==> src/hdl/itm_consts.svh <==
// Purpose: Constants for the interrupt routing and timing control bank
// Assumes: Byte-wide registers at printed offsets
// Notes:   Included by the design only
`ifndef ITM_CONSTS_SVH
`define ITM_CONSTS_SVH
// ==============================================================
// Register offsets
`define ITM_OFS_PIN_A_MAP    8'h3b
`define ITM_OFS_PIN_B_MAP    8'h3c
`define ITM_OFS_RATE_SYNC    8'h3d
`define ITM_OFS_MEASUREMENT_CONTROL      8'h3e
// ==============================================================
// Reset values and writable masks
`define ITM_RST_VAL          8'h00
`define ITM_MAP_WMASK        8'hf1
`define ITM_RATE_WMASK       8'hff
`define ITM_MEAS_WMASK       8'hff
// ==============================================================
// Map field positions
`define ITM_MAP_LOW_BIT      7
`define ITM_MAP_AWAKE_BIT    6
`define ITM_MAP_ACT_BIT      5
`define ITM_MAP_INACT_BIT    4
`define ITM_MAP_RDY_BIT      0
// ==============================================================
// Chaining codes
`define ITM_CHAIN_DEFAULT    2'h0
`define ITM_CHAIN_LINKED     2'h1
`define ITM_CHAIN_LOOPED     2'h2
// ==============================================================
// Wake timer periods in ms, and cycles per ms at 10 MHz
`define ITM_CLK_HZ           10000000
`define ITM_CYC_PER_MS       (`ITM_CLK_HZ / 1000)
`define ITM_WAKE_MS_0        65
`define ITM_WAKE_MS_1        130
`define ITM_WAKE_MS_2        260
`define ITM_WAKE_MS_3        640
`define ITM_WAKE_MS_4        2560
`define ITM_WAKE_MS_5        5120
`define ITM_WAKE_MS_6        10240
`define ITM_WAKE_MS_7        30720
// ==============================================================
// Data rates in Hz
`define ITM_ODR_HZ_0         320
`define ITM_ODR_HZ_1         640
`define ITM_ODR_HZ_2         1280
`define ITM_ODR_HZ_3         2560
`define ITM_ODR_HZ_4         5120
`endif

==> src/hdl/itm_pkg.sv <==
// Purpose: Types for the interrupt routing and timing control bank
// Assumes: Constants come from itm_consts.svh
// Notes:   Field layouts as packed structs
package itm_pkg;
   // ==============================================================
   // Register layouts
   typedef struct packed {
      logic       active_low;
      logic       awake;
      logic       activity;
      logic       inactivity;
      logic [2:0] rsvd;
      logic       sample_ready;
   } itm_map_t;

   typedef struct packed {
      logic [2:0] output_rate_sel;
      logic [2:0] wake_timer_period;
      logic       external_clock_enable;
      logic       external_trigger_enable;
   } itm_rate_t;

   typedef struct packed {
      logic       overrange_disable;
      logic       autosleep;
      logic [1:0] act_inact_chaining;
      logic       low_noise;
      logic [2:0] bandwidth;
   } itm_meas_t;

   // Event conditions from detection logic
   typedef struct packed {
      logic awake;
      logic activity;
      logic inactivity;
      logic sample_ready;
   } itm_events_t;

   // Register access strobe
   typedef struct packed {
      logic       wr;
      logic       rd;
      logic [7:0] addr;
      logic [7:0] wdata;
   } itm_req_t;

   // Effective processing mode
   typedef enum logic [1:0] {
      ITM_SIMULTANEOUS,
      ITM_LINKED,
      ITM_LOOPED
   } itm_mode_t;

   // Linked and looped detection phase
   typedef enum logic {
      ITM_WATCH_ACT,
      ITM_WATCH_INACT
   } itm_phase_t;
endpackage

==> src/hdl/itm_ctl.sv <==
// Purpose: Interrupt pin routing, timing and measurement control registers
// Assumes: Register strobes come from the serial port logic on clk_i
// Notes:   Pins are tri-state as data, enable pairs; enable low drives
// ==============================================================
// What this block does
// - Map bits 6:4 and 0 route functions to pin; bits 3:1 reserved
// - Map bit 7 selects active-low pin
// - Enabled functions OR together per pin
// - No function mapped leaves pin undriven
// - Pin A map bit positions fixed
// - Pin B map uses same layout
// - Rate bits 7:5 choose data rate
// - Rate bits 4:2 choose wake period
// - Bit 1 external clock, bit 0 trigger
// - Autosleep enters wake on inactivity
// - Autosleep ignored outside linked/looped mode
// - Default mode: simultaneous, host acknowledges
// - Linked mode: one detector, host acknowledges
// - Looped mode: alternate, acknowledged internally
// - Chaining needs both detect enables set
// - Measurement_control bit 3 selects low noise
// - Measurement_control bits 2:0 select filter cutoff
`timescale 1ns/10ps
`include "itm_consts.svh"

module itm_ctl #(
   parameter int unsigned CYC_PER_MS = `ITM_CYC_PER_MS
) (
   input  wire logic                 clk_i,
   input  wire logic                 reset_n_i,
   input  wire itm_pkg::itm_req_t    req_i,
   input  wire itm_pkg::itm_events_t events_i,
   input  wire logic                 activity_detect_enable_i,
   input  wire logic                 inactivity_detect_enable_i,
   input  wire logic                 status_read_i,
   output logic [7:0]                rdata_o,
   output logic                      irq_pin_a_o,
   output logic                      irq_pin_a_oe_n_o,
   output logic                      irq_pin_b_o,
   output logic                      irq_pin_b_oe_n_o,
   output itm_pkg::itm_rate_t        rate_o,
   output itm_pkg::itm_meas_t        meas_o,
   output logic [15:0]               odr_hz_o,
   output logic [31:0]               wake_cycles_o,
   output logic                      activity_watch_o,
   output logic                      inactivity_watch_o,
   output logic                      enter_wake_o,
   output logic                      host_ack_needed_o
);
   import itm_pkg::*;

   // ==============================================================
   // Register bank
   itm_map_t   map_a_ff,  nxt_map_a;
   itm_map_t   map_b_ff,  nxt_map_b;
   itm_rate_t  rate_ff,   nxt_rate;
   itm_meas_t  meas_ff,   nxt_meas;
   logic [7:0] rdata_ff,  nxt_rdata;

   always_comb begin
      nxt_map_a = map_a_ff;
      nxt_map_b = map_b_ff;
      nxt_rate  = rate_ff;
      nxt_meas  = meas_ff;
      nxt_rdata = rdata_ff;
      if (req_i.wr) begin
         // Reserved bits masked on write
         if (req_i.addr == `ITM_OFS_PIN_A_MAP) begin
            nxt_map_a = itm_map_t'(req_i.wdata & `ITM_MAP_WMASK);
         end else if (req_i.addr == `ITM_OFS_PIN_B_MAP) begin
            nxt_map_b = itm_map_t'(req_i.wdata & `ITM_MAP_WMASK);
         end else if (req_i.addr == `ITM_OFS_RATE_SYNC) begin
            nxt_rate = itm_rate_t'(req_i.wdata & `ITM_RATE_WMASK);
         end else if (req_i.addr == `ITM_OFS_MEASUREMENT_CONTROL) begin
            nxt_meas = itm_meas_t'(req_i.wdata & `ITM_MEAS_WMASK);
         end
      end
      if (req_i.rd) begin
         // Unmapped addresses read zero
         if (req_i.addr == `ITM_OFS_PIN_A_MAP) begin
            nxt_rdata = map_a_ff;
         end else if (req_i.addr == `ITM_OFS_PIN_B_MAP) begin
            nxt_rdata = map_b_ff;
         end else if (req_i.addr == `ITM_OFS_RATE_SYNC) begin
            nxt_rdata = rate_ff;
         end else if (req_i.addr == `ITM_OFS_MEASUREMENT_CONTROL) begin
            nxt_rdata = meas_ff;
         end else begin
            nxt_rdata = 8'h00;
         end
      end
   end

   always_ff @(posedge clk_i or negedge reset_n_i) begin
      if (!reset_n_i) begin
         map_a_ff <= itm_map_t'(`ITM_RST_VAL);
         map_b_ff <= itm_map_t'(`ITM_RST_VAL);
         rate_ff  <= itm_rate_t'(`ITM_RST_VAL);
         meas_ff  <= itm_meas_t'(`ITM_RST_VAL);
         rdata_ff <= 8'h00;
      end else begin
         map_a_ff <= nxt_map_a;
         map_b_ff <= nxt_map_b;
         rate_ff  <= nxt_rate;
         meas_ff  <= nxt_meas;
         rdata_ff <= nxt_rdata;
      end
   end

   // ==============================================================
   // Activity and inactivity chaining
   itm_mode_t  mode;
   itm_phase_t phase_ff, nxt_phase;
   logic       act_watch, inact_watch, wake_req;

   always_comb begin
      // Chaining only with both detectors on
      mode = ITM_SIMULTANEOUS;
      if (activity_detect_enable_i && inactivity_detect_enable_i) begin
         if (meas_ff.act_inact_chaining == `ITM_CHAIN_LINKED) begin
            mode = ITM_LINKED;
         end else if (meas_ff.act_inact_chaining == `ITM_CHAIN_LOOPED) begin
            mode = ITM_LOOPED;
         end
      end
      nxt_phase   = phase_ff;
      act_watch   = activity_detect_enable_i;
      inact_watch = inactivity_detect_enable_i;
      wake_req    = 1'b0;
      case (mode)
         ITM_SIMULTANEOUS: begin
            nxt_phase = ITM_WATCH_ACT;
         end
         default: begin
            // One detector at a time, in sequence
            act_watch   = (phase_ff == ITM_WATCH_ACT);
            inact_watch = (phase_ff == ITM_WATCH_INACT);
            // Linked waits on the host read; looped moves on by itself
            if (phase_ff == ITM_WATCH_ACT && events_i.activity &&
                (mode == ITM_LOOPED || status_read_i)) begin
               nxt_phase = ITM_WATCH_INACT;
            end else if (phase_ff == ITM_WATCH_INACT && events_i.inactivity &&
                         (mode == ITM_LOOPED || status_read_i)) begin
               nxt_phase = ITM_WATCH_ACT;
            end
            // Autosleep honoured only here
            wake_req = meas_ff.autosleep && phase_ff == ITM_WATCH_INACT &&
                       events_i.inactivity;
         end
      endcase
   end

   always_ff @(posedge clk_i or negedge reset_n_i) begin
      if (!reset_n_i) begin
         phase_ff <= ITM_WATCH_ACT;
      end else begin
         phase_ff <= nxt_phase;
      end
   end

   // ==============================================================
   // Interrupt pins
   logic act_ev, inact_ev;
   logic pin_a, pin_a_oe_n, pin_b, pin_b_oe_n;

   always_comb begin
      // Detectors not being watched raise nothing
      act_ev   = events_i.activity & act_watch;
      inact_ev = events_i.inactivity & inact_watch;
   end

   itm_pin_drv u_itm_pin_drv_a (
      .clk_i      (clk_i),
      .reset_n_i  (reset_n_i),
      .map_i      (map_a_ff),
      .events_i   (events_i),
      .act_ev_i   (act_ev),
      .inact_ev_i (inact_ev),
      .pin_o      (pin_a),
      .pin_oe_n_o (pin_a_oe_n)
   );

   itm_pin_drv u_itm_pin_drv_b (
      .clk_i      (clk_i),
      .reset_n_i  (reset_n_i),
      .map_i      (map_b_ff),
      .events_i   (events_i),
      .act_ev_i   (act_ev),
      .inact_ev_i (inact_ev),
      .pin_o      (pin_b),
      .pin_oe_n_o (pin_b_oe_n)
   );

   // ==============================================================
   // Decoded timing and status outputs
   logic [15:0] odr_ff,  nxt_odr;
   logic [31:0] wake_ff, nxt_wake;
   logic        act_w_ff, inact_w_ff, wake_o_ff, ack_ff;
   logic        nxt_act_w, nxt_inact_w, nxt_wake_o, nxt_ack;
   logic [31:0] ms;

   always_comb begin
      case (rate_ff.output_rate_sel)
         3'h0:    nxt_odr = 16'(`ITM_ODR_HZ_0);
         3'h1:    nxt_odr = 16'(`ITM_ODR_HZ_1);
         3'h2:    nxt_odr = 16'(`ITM_ODR_HZ_2);
         3'h3:    nxt_odr = 16'(`ITM_ODR_HZ_3);
         3'h4:    nxt_odr = 16'(`ITM_ODR_HZ_4);
         default: nxt_odr = 16'h0000; // Undefined codes report zero
      endcase
      case (rate_ff.wake_timer_period)
         3'h0:    ms = 32'(`ITM_WAKE_MS_0);
         3'h1:    ms = 32'(`ITM_WAKE_MS_1);
         3'h2:    ms = 32'(`ITM_WAKE_MS_2);
         3'h3:    ms = 32'(`ITM_WAKE_MS_3);
         3'h4:    ms = 32'(`ITM_WAKE_MS_4);
         3'h5:    ms = 32'(`ITM_WAKE_MS_5);
         3'h6:    ms = 32'(`ITM_WAKE_MS_6);
         default: ms = 32'(`ITM_WAKE_MS_7);
      endcase
      // Longest period fits: 30720 ms * 10000 below 2^32
      nxt_wake = 32'(ms * CYC_PER_MS);
      // Watch, sleep and ack flags lag the chaining logic by one edge
      nxt_act_w   = act_watch;
      nxt_inact_w = inact_watch;
      nxt_wake_o  = wake_req;
      nxt_ack     = (mode != ITM_LOOPED);
   end

   always_ff @(posedge clk_i or negedge reset_n_i) begin
      if (!reset_n_i) begin
         odr_ff     <= 16'h0000;
         wake_ff    <= 32'h0000_0000;
         act_w_ff   <= 1'b0;
         inact_w_ff <= 1'b0;
         wake_o_ff  <= 1'b0;
         ack_ff     <= 1'b0;
      end else begin
         odr_ff     <= nxt_odr;
         wake_ff    <= nxt_wake;
         act_w_ff   <= nxt_act_w;
         inact_w_ff <= nxt_inact_w;
         wake_o_ff  <= nxt_wake_o;
         ack_ff     <= nxt_ack;
      end
   end

   assign rdata_o            = rdata_ff;
   assign irq_pin_a_o        = pin_a;
   assign irq_pin_a_oe_n_o   = pin_a_oe_n;
   assign irq_pin_b_o        = pin_b;
   assign irq_pin_b_oe_n_o   = pin_b_oe_n;
   assign rate_o             = rate_ff;
   assign meas_o             = meas_ff;
   assign odr_hz_o           = odr_ff;
   assign wake_cycles_o      = wake_ff;
   assign activity_watch_o   = act_w_ff;
   assign inactivity_watch_o = inact_w_ff;
   assign enter_wake_o       = wake_o_ff;
   assign host_ack_needed_o  = ack_ff;
endmodule

// ==============================================================
// One interrupt pin: mapped OR, polarity and float
module itm_pin_drv (
   input  wire logic                 clk_i,
   input  wire logic                 reset_n_i,
   input  wire itm_pkg::itm_map_t    map_i,
   input  wire itm_pkg::itm_events_t events_i,
   input  wire logic                 act_ev_i,
   input  wire logic                 inact_ev_i,
   output logic                      pin_o,
   output logic                      pin_oe_n_o
);
   import itm_pkg::*;

   logic pin_ff,      nxt_pin;
   logic pin_oe_n_ff, nxt_pin_oe_n;
   logic cond;
   logic mapped;

   always_comb begin
      // Level tracks polarity while floating, so a new map drives cleanly
      mapped       = map_i.awake | map_i.activity | map_i.inactivity | map_i.sample_ready;
      // OR of every mapped condition
      cond         = (map_i.awake & events_i.awake) | (map_i.activity & act_ev_i) |
                     (map_i.inactivity & inact_ev_i) |
                     (map_i.sample_ready & events_i.sample_ready);
      nxt_pin      = cond ^ map_i.active_low;
      // Float pin with nothing mapped
      nxt_pin_oe_n = ~mapped;
   end

   always_ff @(posedge clk_i or negedge reset_n_i) begin
      if (!reset_n_i) begin
         pin_ff      <= 1'b0;
         pin_oe_n_ff <= 1'b1;
      end else begin
         pin_ff      <= nxt_pin;
         pin_oe_n_ff <= nxt_pin_oe_n;
      end
   end

   assign pin_o      = pin_ff;
   assign pin_oe_n_o = pin_oe_n_ff;
endmodule

==> config.mk <==
export PLATFORM = sky130hd
export DESIGN_NAME = itm_ctl
export DESIGN_NICKNAME = d
export VERILOG_FILES = /design/src/hdl/itm_pkg.sv /design/src/hdl/itm_ctl.sv
export VERILOG_INCLUDE_DIRS = /design/src /design/src/hdl
export SDC_FILE = /design/constraint.sdc
export NUM_CORES = 1
export LEC_CHECK = 0
export CAP_MARGIN = 20
export CORE_MARGIN = 10
export CORE_UTILIZATION = 40
export CTS_CLUSTER_SIZE = 16
export DETAILED_ROUTE_END_ITERATION = 12
export DONT_BUFFER_PORTS = 1
export PLACE_DENSITY = 0.57
export SYNTH_ARGS = -nofsm -noshare
export SYNTH_HDL_FRONTEND = slang
export SYNTH_SLANG_ARGS = --single-unit
==> constraint.sdc <==
create_clock -name clk_i -period 7.1 [get_ports clk_i]
set_input_delay 1.42 -clock clk_i [delete_from_list [all_inputs] [get_ports clk_i]]
set_output_delay 1.42 -clock clk_i [all_outputs]
set_load 0.01 [all_outputs]
==> flow_metrics.env, run 1 <==
export IMPL_run_status="completed"
export IMPL_finalCritPeriodShare=0.815
export IMPL_yosysUniqueCellTypes=54
export IMPL_vias=3352
export IMPL_grt_use_met3=0.0548
export IMPL_power_w=0.00139
export IMPL_globalRouteOverflowTotal=0
export IMPL_antenna_found_initial=0
export IMPL_core_um2=11900
export IMPL_cts_tree="done"
export IMPL_initial_core_util=0.405
export IMPL_grt_use_met1=0.154
export IMPL_setup_ws_ns=1.31
export IMPL_postCtsSetupRepairBufs=0
export IMPL_nets=565
export IMPL_clockRootBuffer="clkbuf_16"
export IMPL_ys_flop_type="dfrtp_1"
export IMPL_io_pins=107
export IMPL_crit_path_top_delay_cell="dfrtp_1"
export IMPL_dp_hpwl_mm=8.95
export IMPL_drt_total_wl_mm=11.5
export IMPL_drive_gt1_frac=0.101
export IMPL_synth_top_cell_by_area="dfrtp_1"
export IMPL_postCtsHoldBufs=0
export IMPL_drtIter0Drc=175
export IMPL_n_antenna_cell=0
export IMPL_die_area_um2=16800
export IMPL_peakVddDrop_mv=0.141
export IMPL_max_stage_delay_ns=0.70
export IMPL_place_ws_ns=1.30
export IMPL_r2r_cells=19
export IMPL_synth_edf_count=0
export IMPL_reg2reg_slack_ns=1.31
export IMPL_yosysSeqAreaShare=0.385
export IMPL_final_setup_tns_ns=0
export IMPL_cellPowerDensity_nw_per_um2=269
export IMPL_ys_ff_latch=74
export IMPL_finalSetupViolCount=0
export IMPL_crit_chain="inv_1 > nor2_1 > inv_1 > ha_1 > o211ai_1 > inv_1 > nor2_1 > inv_1 > fa_1 > inv_1 > ha_1 > fa_1 > ha_1 > ha_1 > ha_1 > a21oi_1 > o21ai_0 > a2111oi_2 > and4b_1"
export IMPL_yosysWarningCount=0
export IMPL_grt_max_degree=75
export IMPL_first_pass_iters=4
export IMPL_finalMaxSlewViolations=0
export IMPL_die_x_um=130
export IMPL_ys_async_sr_fraction=1.00
export IMPL_min_from="map_b_ff[6]"
export IMPL_power_leakage_nw=2.61
export IMPL_critical_path_class="flip-flop to flip-flop"
export IMPL_numPortBuffers=0
export IMPL_first_global_vias=3440
export IMPL_crit_family="adder cells"
export IMPL_cts_sinks=74
export IMPL_grt_pass1_wl_mm=18.0
export IMPL_endpoint_kind="flip-flop"
export IMPL_clk_transition_reported_paths_ns=0.06
export IMPL_cap_violations=0
export IMPL_wl_per_cell_um=18.5
export IMPL_cp_start_kind="flip-flop"
export IMPL_synth_area_um2=4820
export IMPL_cts_buffers=9
export IMPL_gp_congestion=0.844
export IMPL_fin_crit_ns=5.79
export IMPL_arrival_ns=6.01
export IMPL_clk_latency_ns=0.33
export IMPL_syn_avg_cell_area_um2=10.2
export IMPL_rsz0062_at_grt="no"
export IMPL_yosys_top_cells_area="dfrtp_1 37%, ha_1 16%, mux2_2 5.4%, fa_1 3.7%, inv_1 3.5%"
export IMPL_rr_endpoint="wake_cycles_o[27]"
export IMPL_cp_num_buf_inv=5
export IMPL_placementRows=40
export IMPL_hold_path_cell_count=1
export IMPL_worst_slew_pin_slew_ns=0.799
export IMPL_htreeDepth=3
export IMPL_area_growth_pct=7.42
export IMPL_min_to="u_itm_pin_drv_b.pin_oe_n_o"
export IMPL_viasPerCell=5.41
export IMPL_antenna_left=0
export IMPL_syn_inst=471
export IMPL_critPathRequiredTime_ns=7.32
export IMPL_die_h_um=130
export IMPL_grtUsageTotal=0.136
export IMPL_max_slew_margin=0.463
export IMPL_crit_fanout=14
export IMPL_top_usage_layer="met2"
export IMPL_finClkSkew_ns=0.00363
export IMPL_cts_buffer_depth=2
export IMPL_hold_class="flip-flop to flip-flop"
export IMPL_hold_viol=0
export IMPL_rr_startpoint="rate_o[3]"
export IMPL_final_util=0.435
export IMPL_cts_resized=0
export IMPL_remaining_drc_errors=0
export IMPL_grtUsageMet2=0.225
export IMPL_synth_top_area_frac=0.374
export IMPL_fmax_ghz=0.173
## registers in the layout (all words and copies together), names as in the netlist, 5 cells and up
| signal | cells |
|---|---|
| meas_o | 8 |
| wake_cycles_o | 24 |
| rdata_o | 8 |
| map_a_ff | 5 |
| rate_o | 8 |
| map_b_ff | 5 |
| odr_hz_o | 7 |
## worst register-to-register path: stages, from the launching register on
cell       delay, ns
dfrtp_1         0.70
inv_1           0.28
nor2_1          0.26
inv_1           0.11
ha_1            0.23
o211ai_1        0.27
inv_1           0.26
nor2_1          0.30
inv_1           0.10
fa_1            0.51
inv_1           0.05
ha_1            0.19
fa_1            0.47
ha_1            0.31
ha_1            0.29
ha_1            0.36
a21oi_1         0.17
o21ai_0         0.23
a2111oi_2       0.37
and4b_1         0.22
## synthesized netlist by cell type (6+ instances only)
cell type  instances
inv_1             45
nor3_1            15
fa_1               9
nor2b_1            6
xnor2_1           10
clkbuf_1          10
nor2_1            18
a21oi_1           20
nand3_1           20
buf_4             18
dfrtp_1           72
and2_1             6
xor2_1             9
nand2_1           29
o21ai_0           16
ha_1              61
mux2_2            23
## per-layer routing
layer	vias up	routed length, µm
met5	-	0
met4	0	256
met3	15	1110
met2	99	5490
met1	1636	4590
li1	1602	-
## cell families after synthesis
family | after synthesis | share of synthesized area
other | 1 | 0.000778
muxes | 29 | 0.0672
DFF | 74 | 0.385
xor gates and xnor gates | 19 | 0.0345
AOI/OAI and AO/OA | 83 | 0.120
buffers and inverters | 79 | 0.0766
adders and majority gates | 70 | 0.196
and+or+nand+nor | 116 | 0.120
## cell type report
cell class / instances / area, µm²
inverter: 46 / 173
clock buffer: 9 / 225
multi-input combinational: 337 / 2670
clock inverter: 7 / 73.8
sequential: 74 / 1850
tap: 147 / 184
fill: 1169 / 6730
## metrics by stage
stage / instances / area (µm²) / hold slack (ns)
final: 620 / 5180 / 0.478
after floorplan: 490 / 4890 / 0.408
after global routing: 620 / 5180 / 0.490
after global placement: 604 / 4880 / 0.462
after CTS: 620 / 5180 / 0.473
after detailed placement: 604 / 4880 / 0.463
## where the power goes
group | leakage (nW) | internal (W) | switching, W | total, W
registers | 0.951 | 0.000474 | 0.0000589 | 0.000532
clock network | 0.147 | 0.000275 | 0.000187 | 0.000462
logic | 1.52 | 0.000166 | 0.000234 | 0.000399
total | 2.61 | 0.000914 | 0.000480 | 0.00139
## worst max path at each step
stage / from / end / cells after the start
after floorplan: rate_o[2] / wake_cycles_o[27] / 21
after global placement: rate_o[3] / wake_cycles_o[27] / 19
after detailed placement: rate_o[3] / wake_cycles_o[27] / 19
after CTS: rate_o[3] / wake_cycles_o[27] / 19
after global routing: rate_o[3] / wake_cycles_o[27] / 19
final: rate_o[3] / wake_cycles_o[27] / 19
## cells in the final DEF (no fill, tap or decap), types with 16 or more instances in the layout
cell type	count
nand2_1	29
a21oi_1	20
nand3_1	20
dfrtp_1	72
o21ai_0	16
mux2_2	23
inv_1	45
nor2_1	18
conb_1	20
ha_1	61
(Power assumes the default switching activity.)
==> run 2, diff against run 1 <==
- clock period: 7.1 -> 5.35 ns (I/O delays scaled with it)
==> run 2 against run 1 <==
Effect of this change:
- core utilization rose by 0.20 points
- maximum frequency up 16%
- worst setup slack got worse by 0.93 ns
- sequential power grew 31%
- global-route usage is 0.27 points higher
- sequential share of layout area down 0.16 points
- count of clock-buffer cells in the layout rose by 1
- first-iteration DRC count decreased by 11%
- combinational power increased by 39%
- via count is 0.15% lower
- clock skew is 0.0042 ns higher
- wire length rose by 0.71%
- critical path type unchanged
- critical endpoint is now wake_cycles_o[28]
- highest routed layer unchanged
==> flow_metrics.env, run 2 (synthesis gave the netlist of run 1 again) <==
export IMPL_run_status="completed"
export IMPL_crit_start="rate_o[2]"
export IMPL_r2r_cells=21
export IMPL_cts_buffers=9
export IMPL_viasPerCell=5.36
export IMPL_cellPowerDensity_nw_per_um2=347
export IMPL_drtIter0Drc=156
export IMPL_dp_hpwl_mm=9.02
export IMPL_antenna_found_initial=0
export IMPL_crit_fanout=6
export IMPL_n_antenna_cell=0
export IMPL_area_growth_pct=7.92
export IMPL_die_x_um=130
export IMPL_cts_buffer_depth=2
export IMPL_initial_core_util=0.405
export IMPL_cp_start_kind="flip-flop"
export IMPL_die_area_um2=16800
export IMPL_crit_path_top_delay_cell="fa_1"
export IMPL_core_um2=11900
export IMPL_critical_path_class="flip-flop to flip-flop"
export IMPL_finalSetupViolCount=0
export IMPL_grt_pass1_wl_mm=18.3
export IMPL_remaining_drc_errors=0
export IMPL_drive_gt1_frac=0.111
export IMPL_nets=571
export IMPL_power_leakage_nw=2.64
export IMPL_largest_register_ffs=24
export IMPL_vias=3347
export IMPL_max_slew_margin=0.439
export IMPL_clk_latency_ns=0.34
export IMPL_htreeDepth=3
export IMPL_final_setup_tns_ns=0
export IMPL_final_cell_mix="72 x dfrtp_1, 61 x ha_1, 45 x inv_1"
export IMPL_hold_class="input port to asynchronous set/reset pin"
export IMPL_globalRouteOverflowTotal=0
export IMPL_max_stage_delay_ns=0.51
export IMPL_final_common_cell="dfrtp_1"
export IMPL_worst_slew_pin_slew_ns=0.835
export IMPL_cts_tree="done"
export IMPL_first_global_vias=3450
export IMPL_drt_total_wl_mm=11.5
export IMPL_fin_crit_ns=4.97
export IMPL_reg2reg_slack_ns=0.38
export IMPL_peakVddDrop_mv=0.190
export IMPL_first_pass_iters=4
export IMPL_io_pins=107
export IMPL_finalCritPeriodShare=0.929
export IMPL_fill_cells=1145
export IMPL_crit_chain="inv_1 > nand2_1 > nor2_1 > inv_1 > ha_1 > o211ai_1 > inv_1 > nor2_2 > inv_1 > fa_1 > inv_1 > ha_1 > fa_1 > ha_1 > ha_1 > ha_1 > and4_1 > a21bo_2 > and2_1 > a311oi_1 > o221ai_1"
export IMPL_postCtsSetupRepairBufs=0
export IMPL_final_util=0.437
export IMPL_die_h_um=130
export IMPL_clockRootBuffer="clkbuf_16"
export IMPL_endpoint_kind="flip-flop"
export IMPL_numPortBuffers=0
export IMPL_rsz0062_at_grt="no"
export IMPL_antenna_left=0
export IMPL_fmax_ghz=0.201
export IMPL_clk_transition_reported_paths_ns=0.06
export IMPL_wl_per_cell_um=18.5
export IMPL_rr_endpoint="wake_cycles_o[28]"
export IMPL_gp_congestion=0.834
export IMPL_finalMaxSlewViolations=0
export IMPL_grt_max_degree=75
export IMPL_grtUsageTotal=0.139
export IMPL_hold_viol=0
export IMPL_placementRows=40
export IMPL_cap_violations=0
export IMPL_rr_startpoint="rate_o[2]"
export IMPL_finClkSkew_ns=0.00787
export IMPL_critPathRequiredTime_ns=5.55
export IMPL_cts_sinks=74
export IMPL_arrival_ns=5.17
run 2: cell count changes in the layout (fill, tap and decap cells not counted), sizes merged:
| cell | change |
|---|---|
| bufinv | -1 |
| inv | -3 |
| dlymetal6s2s | +1 |
| buf | +5 |
| clkbuf | +1 |
| clkinv | +2 |
run 2: final cells by class:
class / instances / area [µm²] / area share
multi-input combinational: 337 / 2670 / 0.513
sequential: 74 / 1850 / 0.357
clock buffer: 10 / 239 / 0.0459
tap: 147 / 184 / 0.0354
inverter: 46 / 173 / 0.0332
timing repair buffer: 6 / 50.0 / 0.00962
clock inverter: 5 / 31.3 / 0.00601
run 2: worst max path at each step:
stage | endpoint | slack [ns] | cells past startpoint
2_1_floorplan | wake_cycles_o[27] | 0.34 | 21
6_report | wake_cycles_o[28] | 0.38 | 21
3_3_place_gp | wake_cycles_o[27] | 0.45 | 20
5_1_grt | wake_cycles_o[28] | 0.007 | 21
3_5_place_dp | wake_cycles_o[28] | 0.26 | 21
4_1_cts | wake_cycles_o[27] | 0.23 | 20
run 2: per-layer routing:
metal / vias to the layer above / GRT usage / wire (µm)
met3: 16 / 0.0495 / 1070
met1: 1613 / 0.159 / 4700
met2: 104 / 0.230 / 5560
met4: 0 / 0.0602 / 207
li1: 1614 / - / -
met5: - / 0 / 0
run 2: metrics by stage:
| step | area (µm²) | setup slack (ns) | total power, W | std cells | hold slack [ns] |
|---|---|---|---|---|---|
| after global placement | 4920 | 0.449 | 0.00125 | 609 | 0.459 |
| after CTS | 5190 | 0.229 | 0.00183 | 624 | 0.410 |
| after floorplan | 4890 | 0.345 | 0.00113 | 490 | 0.408 |
| after detailed placement | 4920 | 0.262 | 0.00125 | 609 | 0.468 |
| final | 5200 | 0.381 | 0.00180 | 625 | 0.428 |
| after global routing | 5200 | 0.00703 | 0.00194 | 625 | 0.409 |
run 2: critical path, delay by kind of cell, from the launching register on:
family                   cells  cell delay (ns)
AO/OA/AOI/OAI                4             0.80
adder cells (fa/ha/maj)      7             2.17
buffers and inverters        5             0.52
flip-flops                   1             0.37
AND/OR/NAND/NOR              5             0.95
run 2: power breakdown:
part | internal, W | leakage, nW | switching [W] | total [W]
Combinational | 0.000231 | 1.55 | 0.000323 | 0.000553
Sequential | 0.000629 | 0.951 | 0.0000680 | 0.000697
Clock | 0.000322 | 0.134 | 0.000232 | 0.000554
run 2: what timing repair did:
item / CTS / global route
endpoints found under the setup margin: 0 / 5
hold buffers: 0 / 0
endpoints found under the hold margin: 0 / 0
gates resized for setup: 0 / 2
==> run 3, diff against run 2 <==
- CORE_ASPECT_RATIO: not set -> 1.4
- MAX_ROUTING_LAYER: not set -> met4
==> run 3 against run 2 <==
Effect of this change:
- sequential share of layout area decreased by 0.49 points
- non-clock buffer count up 3
- largest power group unchanged
- die area rose by 0.37%
- worst setup slack better by 0.056 ns
==> flow_metrics.env, run 3 (synthesis gave the netlist of run 1 again) <==
export IMPL_rr_endpoint="wake_cycles_o[25]"
export IMPL_finalSetupViolCount=0
export IMPL_htreeDepth=3
export IMPL_first_pass_iters=5
export IMPL_io_pins=107
export IMPL_gp_congestion=0.867
export IMPL_max_stage_delay_ns=0.50
export IMPL_run_status="completed"
export IMPL_crit_fanout=6
export IMPL_postCtsSetupRepairBufs=0
export IMPL_remaining_drc_errors=0
export IMPL_max_slew_margin=0.497
export IMPL_area_growth_pct=9.42
export IMPL_grtUsageTotal=0.152
export IMPL_grt_pass1_wl_mm=19.8
export IMPL_peakVddDrop_mv=0.161
export IMPL_cellPowerDensity_nw_per_um2=369
export IMPL_n_antenna_cell=0
export IMPL_crit_chain="inv_1 > nand2_1 > nor2_1 > inv_1 > ha_1 > o211ai_1 > inv_1 > nor2_1 > inv_1 > fa_1 > inv_1 > ha_1 > fa_1 > ha_1 > ha_1 > ha_1 > a21oi_1 > o21ai_0 > a2111oi_0 > nor3_1"
export IMPL_drtIter0Drc=240
export IMPL_numPortBuffers=0
export IMPL_die_x_um=113
export IMPL_critical_path_class="flip-flop to flip-flop"
export IMPL_rsz0062_at_grt="no"
export IMPL_die_area_um2=16900
export IMPL_globalRouteOverflowTotal=0
export IMPL_endpoint_kind="flip-flop"
export IMPL_clockRootBuffer="clkbuf_16"
export IMPL_cts_sinks=74
export IMPL_crit_path_top_delay_cell="fa_1"
export IMPL_cts_buffer_depth=2
export IMPL_finalCritPeriodShare=0.918
export IMPL_nets=574
export IMPL_first_global_vias=3635
export IMPL_setup_ws_ns=0.437
export IMPL_vias=3466
export IMPL_initial_core_util=0.408
export IMPL_final_setup_tns_ns=0
export IMPL_rr_startpoint="rate_o[2]"
export IMPL_dpl_cell_area_um2=4950
export IMPL_arrival_ns=5.12
export IMPL_placementRows=47
export IMPL_fin_area_um2=5270
export IMPL_cap_violations=0
export IMPL_finalMaxSlewViolations=0
export IMPL_fmax_ghz=0.204
export IMPL_wl_per_cell_um=19.8
export IMPL_fin_crit_ns=4.91
export IMPL_finClkSkew_ns=0.00886
export IMPL_fill_cells=1092
export IMPL_die_h_um=150
export IMPL_critPathRequiredTime_ns=5.55
export IMPL_dp_hpwl_mm=10.0
export IMPL_cts_buffers=9
export IMPL_final_cell_mix="72 x dfrtp_1, 61 x ha_1, 45 x inv_1"
export IMPL_clk_latency_ns=0.34
export IMPL_clk_transition_reported_paths_ns=0.06
export IMPL_hold_viol=0
export IMPL_power_leakage_nw=2.67
export IMPL_place_ws_ns=0.460
export IMPL_largest_register_ffs=24
export IMPL_antenna_left=0
export IMPL_viasPerCell=5.51
export IMPL_r2r_cells=20
export IMPL_drive_gt1_frac=0.116
export IMPL_final_common_cell="dfrtp_1"
export IMPL_cp_start_kind="flip-flop"
export IMPL_core_um2=11800
export IMPL_cts_resized=0
export IMPL_postCtsHoldBufs=0
export IMPL_worst_slew_pin_slew_ns=0.748
export IMPL_reg2reg_slack_ns=0.44
export IMPL_grt_max_degree=75
export IMPL_hold_class="input port to asynchronous set/reset pin"
export IMPL_drt_total_wl_mm=12.5
export IMPL_cts_tree="done"
export IMPL_antenna_found_initial=0
run 3: changes by cell type in the layout (fill, tap and decap cells not counted), sizes merged:
cell	previous run	this run
clkinv	4	0
inv	46	48
bufinv	0	2
clkbuf	10	11
buf	5	9
dlymetal6s2s	1	0
run 3: worst max-delay path by stage:
| stage | from | end | slack [ns] | cells past startpoint |
|---|---|---|---|---|
| final | rate_o[2] | wake_cycles_o[25] | 0.44 | 20 |
| after CTS | rate_o[2] | wake_cycles_o[27] | 0.43 | 20 |
| after global placement | rate_o[2] | wake_cycles_o[27] | 0.61 | 17 |
| after detailed placement | rate_o[2] | wake_cycles_o[27] | 0.46 | 20 |
| after global routing | rate_o[2] | wake_cycles_o[27] | 0.10 | 20 |
| after floorplan | rate_o[2] | wake_cycles_o[27] | 0.34 | 21 |
run 3: worst max-delay path: cells and delay by family (launching register included):
| kind | cells | cell delay, ns |
|---|---|---|
| fa+ha+maj | 7 | 2.36 |
| compound gates | 4 | 1.00 |
| buf+inv | 5 | 0.50 |
| flops | 1 | 0.37 |
| simple gates | 4 | 0.55 |
run 3: metrics by stage:
stage               hold slack (ns)  power (W)  cells  utilization
global placement              0.443    0.00129    613        0.418
finish                        0.422    0.00195    629        0.446
global route                  0.414    0.00207    629        0.446
floorplan                     0.408    0.00113    490            -
CTS                           0.412    0.00197    629        0.446
detailed placement            0.445    0.00129    613        0.418
run 3: layout make-up:
class,instances,area [µm²],area share
Sequential cell,74,1850,0.352
Timing Repair Buffer,9,67.6,0.0128
Tap cell,147,184,0.0349
Multi-Input combinational cell,337,2670,0.506
Inverter,46,173,0.0327
Clock buffer,11,243,0.0460
Clock inverter,5,85.1,0.0161
run 3: power breakdown:
| part | total [W] | internal, W | switching, W | leakage, nW |
|---|---|---|---|---|
| Sequential | 0.000701 | 0.000629 | 0.0000719 | 0.951 |
| Combinational | 0.000580 | 0.000235 | 0.000345 | 1.56 |
| Clock | 0.000667 | 0.000425 | 0.000243 | 0.157 |
| Total | 0.00195 | 0.00129 | 0.000660 | 2.67 |
run 3: routing by layer:
metal,share of wire,vias to the layer above,track usage
li1,-,1613,-
met1,0.36,1734,0.148
met2,0.56,108,0.280
met3,0.067,11,0.0417
met4,0.017,0,0.0573
met5,0,-,-
